<file path="config.mk">
export PLATFORM = sky130hd
export DESIGN_NAME = sar_adc_serial_readout
export DESIGN_NICKNAME = d
export VERILOG_FILES = /design/src/verilog/pin_sync.v /design/src/verilog/sar_adc_serial_readout.v
export VERILOG_INCLUDE_DIRS = /design/src /design/src/common
export SDC_FILE = /design/constraint.sdc
export NUM_CORES = 1
export LEC_CHECK = 0
export ABC_CLOCK_PERIOD_IN_PS = 5100
export BUFFER_PORTS_ARGS = -buffer_cell sky130_fd_sc_hd__buf_2
export CAP_MARGIN = 5
export CELL_PAD_IN_SITES_DETAIL_PLACEMENT = 1
export CELL_PAD_IN_SITES_GLOBAL_PLACEMENT = 1
export CORE_MARGIN = 2
export CORE_UTILIZATION = 46
export CTS_CLUSTER_DIAMETER = 150
export DETAILED_ROUTE_END_ITERATION = 8
export PLACE_DENSITY = 0.85
export SLEW_MARGIN = 5
export SYNTH_ARGS = -nofsm -noshare
export SYNTH_HDL_FRONTEND = slang
export SYNTH_SLANG_ARGS = --single-unit
</file>
<file path="constraint.sdc">
create_clock -name ref_clk -period 5.1 [get_ports ref_clk]
set_input_delay 0.255 -clock ref_clk [delete_from_list [all_inputs] [get_ports ref_clk]]
set_output_delay 0.255 -clock ref_clk [all_outputs]
set_load 0.01 [all_outputs]
</file>
<file path="src/common/sar_readout_defines.vh">
`ifndef SAR_READOUT_DEFINES_VH
`define SAR_READOUT_DEFINES_VH

// Result word
`define WORD_BITS          15
`define BIT_CNT_W          4
`define BIT_CNT_LAST       4'hE
`define BIT_CNT_ZERO       4'h0

// Timing figures in ns, clock period in ns
`define CLK_PERIOD_NS      25
`define CONVERSION_DELAY_NS 220
// Least time rounds up to whole cycles
`define CONV_CYCLES        ((`CONVERSION_DELAY_NS + `CLK_PERIOD_NS - 1) / `CLK_PERIOD_NS)
`define CONV_CNT_W         4
`define CONV_CNT_ZERO      4'h0

// Signalling modes
`define MODE_CMOS          2'h0
`define MODE_LVDS          2'h1
`define MODE_LVDS_LP       2'h2

// Synchroniser reset level
`define SYNC_IDLE_HIGH     1'b1
`define SYNC_IDLE_LOW      1'b0

`endif

</file>
<file path="src/verilog/pin_sync.v">
`timescale 1ns/1ps
// Three-stage pin synchroniser; output changes once stages two and three agree
module pin_sync #(
    parameter RESET_VAL = 1'b0
) (
    input  wire ref_clk,
    input  wire rst,
    input  wire pin_in,
    output reg  level_out
);
    reg s1_ff;
    reg s2_ff;
    reg s3_ff;

    // Shift chain and filtered level
    always @(posedge ref_clk) begin
        if (rst) begin
            s1_ff     <= RESET_VAL;
            s2_ff     <= RESET_VAL;
            s3_ff     <= RESET_VAL;
            level_out <= RESET_VAL;
        end else begin
            s1_ff <= pin_in;
            s2_ff <= s1_ff;
            s3_ff <= s2_ff;
            if (s2_ff == s3_ff) begin
                level_out <= s3_ff;
            end
        end
    end
endmodule

</file>
<file path="src/verilog/sar_adc_serial_readout.v">
`timescale 1ns/1ps
// Behaviour
// Falling convert strobe ends acquisition and starts a conversion.
// Host keeps shift clock quiet 220 ns after strobe falls.
// Result leaves MSB first, one bit per shift clock falling edge.
// Host shift clock period at least 15.6 ns, phases at least 5 ns.
// Data output driven promptly after strobe falls.
// Data output released promptly after strobe rises.
// Host may raise strobe any time after its last clock edge.
// Result bits shift only after the conversion time, at least 220 ns.
// Mode pin: low CMOS, high LVDS, floating low-power LVDS.
// Convert strobe behaves the same in every signalling mode.
// CMOS mode drives only positive data pin; negative pins unused.
// LVDS modes drive result differentially on both data pins.
// Host drives differential shift clock in LVDS modes.
// Each conversion yields a 15-bit output word.
// Output word is two's complement of the differential input.
// Shifted bits belong to the conversion of this same strobe.
// Host captures each bit on the following falling edge, 15 per frame.
//
`include "sar_readout_defines.vh"
module sar_adc_serial_readout (
    input  wire                   ref_clk,
    input  wire                   rst,
    input  wire                   conv_start_n,
    input  wire                   shift_clk_p,
    input  wire                   shift_clk_n,
    input  wire                   mode_pin_in,
    input  wire                   mode_pin_pullup_in,
    input  wire [`WORD_BITS-1:0]  sample_code,
    output reg                    sample_take,
    output reg                    data_out_p,
    output reg                    data_out_n,
    output reg                    data_out_p_oe,
    output reg                    data_out_n_oe,
    output reg  [1:0]             io_mode,
    output reg                    converting,
    output reg                    low_power_lvds
);

    localparam [1:0] ST_ACQ  = 2'h0;
    localparam [1:0] ST_CONV = 2'h1;
    localparam [1:0] ST_SHIFT = 2'h2;
    localparam integer CONV_LAST_INT = `CONV_CYCLES - 1;
    localparam [`CONV_CNT_W-1:0] CONV_LAST = CONV_LAST_INT[`CONV_CNT_W-1:0];

    wire conv_n_s;
    wire sck_p_s;
    wire sck_n_s;
    wire mode_a_s;
    wire mode_b_s;

    reg  [1:0]            state_ff;
    reg  [1:0]            nxt_state;
    reg                   conv_n_d_ff;
    reg                   sck_d_ff;
    reg  [`CONV_CNT_W-1:0] conv_cnt_ff;
    reg  [`BIT_CNT_W-1:0]  bit_cnt_ff;
    reg  [`WORD_BITS-1:0]  shreg_ff;
    reg                   drive_ff;
    reg                   sck_eff;

    // Pin synchronisers
    pin_sync #(.RESET_VAL(`SYNC_IDLE_HIGH)) u_sync_conv (
        .ref_clk   (ref_clk),
        .rst       (rst),
        .pin_in    (conv_start_n),
        .level_out (conv_n_s)
    );
    pin_sync #(.RESET_VAL(`SYNC_IDLE_LOW)) u_sync_sckp (
        .ref_clk   (ref_clk),
        .rst       (rst),
        .pin_in    (shift_clk_p),
        .level_out (sck_p_s)
    );
    pin_sync #(.RESET_VAL(`SYNC_IDLE_HIGH)) u_sync_sckn (
        .ref_clk   (ref_clk),
        .rst       (rst),
        .pin_in    (shift_clk_n),
        .level_out (sck_n_s)
    );
    // Mode pin sampled twice: with weak pull-down and with weak pull-up
    pin_sync #(.RESET_VAL(`SYNC_IDLE_LOW)) u_sync_mode_a (
        .ref_clk   (ref_clk),
        .rst       (rst),
        .pin_in    (mode_pin_in),
        .level_out (mode_a_s)
    );
    pin_sync #(.RESET_VAL(`SYNC_IDLE_LOW)) u_sync_mode_b (
        .ref_clk   (ref_clk),
        .rst       (rst),
        .pin_in    (mode_pin_pullup_in),
        .level_out (mode_b_s)
    );

    // Three-state mode decode
    always @(posedge ref_clk) begin
        if (rst) begin
            io_mode        <= `MODE_CMOS;
            low_power_lvds <= 1'b0;
        end else if (!mode_a_s && !mode_b_s) begin
            io_mode        <= `MODE_CMOS;
            low_power_lvds <= 1'b0;
        end else if (mode_a_s && mode_b_s) begin
            io_mode        <= `MODE_LVDS;
            low_power_lvds <= 1'b0;
        end else begin
            io_mode        <= `MODE_LVDS_LP;
            low_power_lvds <= 1'b1;
        end
    end

    // Effective shift clock: single-ended in CMOS, differential otherwise
    always @* begin
        if (io_mode == `MODE_CMOS) begin
            sck_eff = sck_p_s;
        end else begin
            sck_eff = sck_p_s & ~sck_n_s;
        end
    end

    wire conv_fall = conv_n_d_ff & ~conv_n_s;
    wire conv_rise = ~conv_n_d_ff & conv_n_s;
    wire sck_fall  = sck_d_ff & ~sck_eff;

    // State transitions
    always @* begin
        nxt_state = state_ff;
        case (state_ff)
            ST_ACQ: begin
                if (conv_fall) begin
                    nxt_state = ST_CONV;
                end
            end
            ST_CONV: begin
                if (conv_rise) begin
                    nxt_state = ST_ACQ;
                end else if (conv_cnt_ff == CONV_LAST) begin
                    nxt_state = ST_SHIFT;
                end
            end
            ST_SHIFT: begin
                if (conv_rise) begin
                    nxt_state = ST_ACQ;
                end
            end
            default: begin
                nxt_state = ST_ACQ;
            end
        endcase
    end

    // Sequencer, conversion timer and shift register
    always @(posedge ref_clk) begin
        if (rst) begin
            state_ff    <= ST_ACQ;
            conv_n_d_ff <= 1'b1;
            sck_d_ff    <= 1'b0;
            conv_cnt_ff <= `CONV_CNT_ZERO;
            bit_cnt_ff  <= `BIT_CNT_ZERO;
            shreg_ff    <= {`WORD_BITS{1'b0}};
            drive_ff    <= 1'b0;
            sample_take <= 1'b0;
            converting  <= 1'b0;
        end else begin
            state_ff    <= nxt_state;
            conv_n_d_ff <= conv_n_s;
            sck_d_ff    <= sck_eff;
            sample_take <= 1'b0;
            if (conv_fall) begin
                drive_ff <= 1'b1;
            end else if (conv_rise) begin
                drive_ff <= 1'b0;
            end
            if (state_ff == ST_ACQ && conv_fall) begin
                conv_cnt_ff <= `CONV_CNT_ZERO;
                converting  <= 1'b1;
                sample_take <= 1'b1;
                // Capture two's complement code of this sample
                shreg_ff    <= sample_code;
                bit_cnt_ff  <= `BIT_CNT_ZERO;
            end else if (state_ff == ST_CONV) begin
                conv_cnt_ff <= conv_cnt_ff + 1'b1;
                if (nxt_state != ST_CONV) begin
                    converting <= 1'b0;
                end
            end else if (state_ff == ST_SHIFT && sck_fall && bit_cnt_ff != `BIT_CNT_LAST) begin
                // Next bit on each falling edge, MSB first
                shreg_ff   <= {shreg_ff[`WORD_BITS-2:0], 1'b0};
                bit_cnt_ff <= bit_cnt_ff + 1'b1;
            end
        end
    end

    // Output pins: MSB of shift register, differential outside CMOS
    always @(posedge ref_clk) begin
        if (rst) begin
            data_out_p    <= 1'b0;
            data_out_n    <= 1'b0;
            data_out_p_oe <= 1'b0;
            data_out_n_oe <= 1'b0;
        end else begin
            data_out_p    <= shreg_ff[`WORD_BITS-1];
            data_out_n    <= ~shreg_ff[`WORD_BITS-1];
            data_out_p_oe <= drive_ff;
            data_out_n_oe <= drive_ff & (io_mode != `MODE_CMOS);
        end
    end
endmodule

</file>
# == Word-level counts from Yosys, hierarchy flattened ==
# Cells that the tools add are included.
# totals
register_bits,57
latch_bits,0
ram_bits,0
romBits,0
input_bits,22
out_inout_bits,9
wordCells,95
mem_count,0
# classes
add_sub_neg,2
multipliers,0
div_mod_pow,0
order_cmp,0
n_eq_ne,11
n_shift,0
mux,17
bitwise,11
reduce_logical,19
# op_table
op,count
2-to-1 mux 15 bit,3
2-to-1 mux 2 bit,5
nonzero test 2 bit,5
"adder 4 x 1 -> 4 bit, second input constant",2
2-to-1 mux 1 bit,8
NOT 1 bit,6
case mux 2 bit (3 select lines),1
AND reduction 2 bit,3
bitwise AND 1 bit,5
equality test 1 bit,5
logical AND 1 bit,5
"equality test 4 bit, second input constant",1
logical NOT 2 bit,2
"inequality test 4 bit, second input constant",1
OR reduction 2 bit,2
"equality test 2 x 1 -> 1 bit, second input constant",1
"equality test 2 bit, second input constant",1
logical NOT 1 bit,2
"inequality test 2 x 1 -> 1 bit, second input constant",1
"inequality test 2 bit, second input constant",1

# == Longest topological paths before layout ==
# depth
ltp_word,10
depth_mapped,8
depth_no_buf,6

# == Hierarchy ==
# From an unflattened synthesis, not the netlist that was laid out.
# unflattened
cells_unflattened,213
hier_area_um2,2097.0
# by_module_without_submodules
module,instances,cells_per_inst,area_each_um2,seq_area_each_um2
sar_adc_serial_readout,1,163,1529.0,720.7
pin_sync (u_sync_mode_a ...),3,10,112.6,80.1
pin_sync (u_sync_conv ...),2,10,115.1,80.1

# == Least setup slack after synthesis ==
# Ideal clock, no wire load.
# synth_path
path_type,reg2reg
startpoint,register bit_cnt_ff[0]
endpoint,register shreg_ff[14]
setup_time_ns,0.121
t_arrival_ns,1.618
t_required_ns,4.979
setup_slack_ns,3.361
path_stages_with_launch,8
n_path_buf,1
synth_period_minus_slack_ns,1.739
cell_sequence,dfxtp_1 inv_1 ha_1 and3_1 a211o_1 buf_4 nand2_1 mux2_2
# synth_between
elab_chain_len,4
# synth_rtl
item,line,text
"start, declared",sar_adc_serial_readout.v:58,reg [`BIT_CNT_W-1:0] bit_cnt_ff;
"start signal, assigned",sar_adc_serial_readout.v:160,bit_cnt_ff <= `BIT_CNT_ZERO;
"start signal, assigned",sar_adc_serial_readout.v:181,bit_cnt_ff <= `BIT_CNT_ZERO;
"start signal, assigned",sar_adc_serial_readout.v:190,bit_cnt_ff <= bit_cnt_ff + 1'b1;
inequality test 4 bit (no source line),--,
logical AND 1 bit (no source line),--,
nonzero test 2 bit (no source line),--,
AND reduction 2 bit (no source line),--,
"end signal, assigned",sar_adc_serial_readout.v:161,shreg_ff <= {`WORD_BITS{1'b0}};
"end signal, assigned",sar_adc_serial_readout.v:180,shreg_ff <= sample_code;
"end signal, assigned",sar_adc_serial_readout.v:189,"shreg_ff <= {shreg_ff[`WORD_BITS-2:0], 1'b0};"
"end, declared",sar_adc_serial_readout.v:59,reg [`WORD_BITS-1:0] shreg_ff;
# Every way passes these cells.
# A chain may end at the register's enable or synchronous reset.

# == Worst setup path after layout ==
# Same ends and word-level chain as after synthesis.

==> qor.log <==
qor: power_and_ir_drop.p_leak 0.9542 nW
qor: yosys.synth_xor_xnor_area_share 0.8338%
qor: global_routing.grt_busiest_layer met2
qor: timing.unrepaired_setup_endpoints_after_global_routing false
qor: worst_setup_path.critPathLaunchType register
qor: worst_setup_path.critical_path_peak_fanout 18
qor: floorplanning.chipHeight 71.58 um
qor: yosys.syn_area 2101 sq um
qor: yosys.post_synth_net_total 244
qor: floorplanning.floorplan.initialDensity 47.92%
qor: power_and_ir_drop.max-vdd-ir-drop 0.1818 mV
qor: clock_tree.htree_num_levels 2
qor: timing.maxSlewViolCount 0
qor: worst_setup_path.timing_worst_setup_path_type reg -> reg
qor: yosys.proportion_of_synthesized_area_in_mux_cells 2.561%
qor: timing.tightest_slew 867.4 ps
qor: yosys.synth_top_area_cell sky130_fd_sc_hd__dfxtp_1
qor: yosys.synth_fa_ha_area_share 3.574%
qor: yosys.ys_ff_latch 56
qor: finish.antennaDiodeCount 0
qor: floorplanning.core.rowCount 24
qor: yosys.complex_gate_fraction_of_the_synthesized_area 18.40%
qor: finish.layout_commonest_cell sky130_fd_sc_hd__dfxtp_1
qor: routing.vias_per_cell 5.463
qor: finish.final.fill_count 517
qor: place.place.port_buffers 30
qor: yosys.async_reset_ff_share 0%
qor: routing.final_routed_wirelength 4015 um
qor: yosys.synth_top_family_by_area compound AO/OA/AOI/OAI gates
qor: timing.fin_worst_skew 9.089 ps
qor: global_routing.global_route.overflow_total 0
qor: routing.drt-initial-drc-count 61
qor: yosys.post_synth_main_area_contributors sky130_fd_sc_hd__dfxtp_1 53%, sky130_fd_sc_hd__nor2_1 6.1%, sky130_fd_sc_hd__a221oi_1 5.4%
qor: global_routing.number_of_antenna_violations_at_the_first_check_in_global_routing 0
qor: clock_tree.tritoncts_clock_tree done
qor: routing.vias 1606
qor: yosys.synth_top_cell_area_share 53.37%
qor: place.place_congestion 0.7097
qor: floorplanning.core-area 4384 sq um
qor: clock_tree.cts-hold-fix-buffers 0
qor: clock_tree.clock_transition_at_the_register_clock_pins_on_the_worst_setup_and_hold_paths_after_cts 100 ps
qor: routing.drt_pre_antenna_iters 4
qor: power_and_ir_drop.powerDensity 319.6 nW/um^2
qor: hold_path.hold_class in -> reg
qor: run_status.status finished, final reports clean
qor: place.place_hpwl 2561 um
qor: global_routing.grt_max_degree 55
qor: timing.worst_slew_margin_rel 42.17%
qor: clock_tree.cells_resized_by_post_cts_repair 0
qor: worst_setup_path.critPathArrivalTime 2510 ps
qor: timing.hold_viol 0
qor: floorplanning.io_pins 31
qor: global_routing.met2_routing_resource_usage_after_global_routing 29.01%
qor: yosys.synthesis.instances 216
qor: clock_tree.cts-buffers-inserted 5
qor: clock_tree.cts.repair_timing.setup_buffer_count 0
qor: run.maxCapViolations 0
qor: yosys.ys_dominant_reg_cell sky130_fd_sc_hd__dfxtp_1
qor: global_routing.first_pass_grt_wire_length 6824 um
qor: global_routing.grt_usage 16.93%
qor: yosys.yosysUniqueCellTypes 34
qor: timing.clock.fmax 0.4343 GHz
qor: global_routing.grt_pass1_vias 1527
qor: yosys.synth-edff-count 0
qor: worst_setup_path.worst_setup_path_end_kind register
qor: global_routing.globalRouteMet3Util 3.797%
qor: routing.antenna_violating_nets_left 0
qor: worst_setup_path.worst-endpoint-required 5300 ps
qor: finish.area_delta_synth_final 13.22%
qor: finish.final_layout_size_suffix_gt1_share 20.66%
qor: floorplanning.design.die.area 5124 sq um
qor: timing.final.period_utilization 45.15%
qor: routing.routedWlPerCell 13.66 um
qor: global_routing.groute.layer.met1.usage 20.27%
qor: yosys.sequential_element_share_of_the_synthesized_area 53.37%
qor: finish.most-common-layout-cells 56 x sky130_fd_sc_hd__dfxtp_1, 34 x sky130_fd_sc_hd__nor2_1, 30 x sky130_fd_sc_hd__buf_2, 15 x sky130_fd_sc_hd__o21bai_1, 13 x sky130_fd_sc_hd__a221oi_1
qor: finish.final_core_utilization 54.25%
qor: clock_tree.cts_root_buffer sky130_fd_sc_hd__clkbuf_8
qor: clock_tree.tritoncts_num_sinks 56
qor: clock_tree.clock_insertion_delay_worst_skew 310 ps
qor: floorplanning.dieWidth 71.58 um
qor: timing.layout_min_cycle_time 2302 ps
qor: routing.drc 0
qor: timing.setup_viol 0
qor: timing.finalSetupTns 0 ps
qor: clock_tree.clock_path_buffers 2
qor: yosys.synthSimpleGateAreaFrac 17.27%
qor: yosys.yosys_warnings 0
qor: yosys.syn_avg_cell_area 9.726 sq um
qor: finish.design.final.nets 269
==> cell usage after synthesis, types with 3 or more instances <==
cell type                   n
sky130_fd_sc_hd__inv_1      6
sky130_fd_sc_hd__nor3_1     3
sky130_fd_sc_hd__o21ai_0    5
sky130_fd_sc_hd__dfxtp_1   56
sky130_fd_sc_hd__o21bai_1  15
sky130_fd_sc_hd__a21oi_1    9
sky130_fd_sc_hd__a221oi_1  13
sky130_fd_sc_hd__nand2_1    8
sky130_fd_sc_hd__clkbuf_1   7
sky130_fd_sc_hd__buf_2      4
sky130_fd_sc_hd__nor2b_1   12
sky130_fd_sc_hd__nor2_1    34
sky130_fd_sc_hd__a22oi_1    3
sky130_fd_sc_hd__ha_1       6
sky130_fd_sc_hd__nand3_1    3
sky130_fd_sc_hd__or2_2      7
sky130_fd_sc_hd__mux2_2     3
==> per-layer routing <==
metal | wire [um] | vias to the layer above
met5 | 0 | -
met4 | 56 | 0
met3 | 125 | 5
met2 | 1953 | 24
met1 | 1880 | 781
li1 | - | 796
==> worst paths after layout <==
check	startpoint	cells after the start	to	slack, ps
setup / recovery	bit_cnt_ff[0]$_SDFFE_PP0P_	6	shreg_ff[14]$_SDFFE_PP0P_	2800
hold / removal	shift_clk_n	2	u_sync_sckn.s1_ff$_SDFF_PP1_	120
hold reg to reg	shreg_ff[14]$_SDFFE_PP0P_	1	data_out_n$_SDFF_PP0_	410
setup reg to reg	bit_cnt_ff[0]$_SDFFE_PP0P_	6	shreg_ff[14]$_SDFFE_PP0P_	2800
==> flip-flops by register name, indices dropped and copies added, names as in the netlist, 2 cells and up <==
name	count
state_ff	2
shreg_ff	15
io_mode	2
conv_cnt_ff	4
bit_cnt_ff	4
==> worst max-delay path, stage by stage (launching register included) <==
cell                      delay, ps
sky130_fd_sc_hd__dfxtp_1        420
sky130_fd_sc_hd__inv_1           60
sky130_fd_sc_hd__ha_1           180
sky130_fd_sc_hd__and3_1         190
sky130_fd_sc_hd__a211o_1        490
sky130_fd_sc_hd__nand2_1        470
sky130_fd_sc_hd__mux2_2         380
==> report_power, final <==
group	switching (mW)	internal, mW	total, mW
registers	0.00231	0.443	0.445
clock network	0.145	0.148	0.293
logic	0.0112	0.0108	0.0220
total	0.158	0.602	0.760
==> per-stage QoR <==
step	instance area, sq um	power [mW]	cells	worst slack, ps	hold slack (ps)
5_1_grt	2379	0.7851	294	2643	112.8
6_report	2379	0.7602	294	2798	118.5
4_1_cts	2379	0.7693	294	2790	109.9
3_5_place_dp	2262	0.4776	286	2844	396.9
3_3_place_gp	2262	0.4771	286	2886	390.5
2_1_floorplan	2101	0.4673	216	3361	358.8
==> cell families after synthesis <==
group	count (synthesis)
adders and majority gates	6
DFF	56
AOI/OAI and AO/OA	54
and+or+nand+nor	74
xor gates and xnor gates	2
muxes	5
buffers and inverters	19
==> final cells by class <==
| cell class | instances | area (sq um) | area share, % |
|---|---|---|---|
| multi-input cells | 141 | 895.9 | 37.66 |
| flip-flops and latches | 56 | 1121 | 47.13 |
| clock buffers | 5 | 68.82 | 2.893 |
| repair buffers | 31 | 157.7 | 6.628 |
| inverters | 6 | 22.52 | 0.9469 |
| clock inverters | 3 | 47.55 | 1.999 |
| well taps | 52 | 65.06 | 2.735 |
Note: power is estimated with default switching activity, not from simulation.
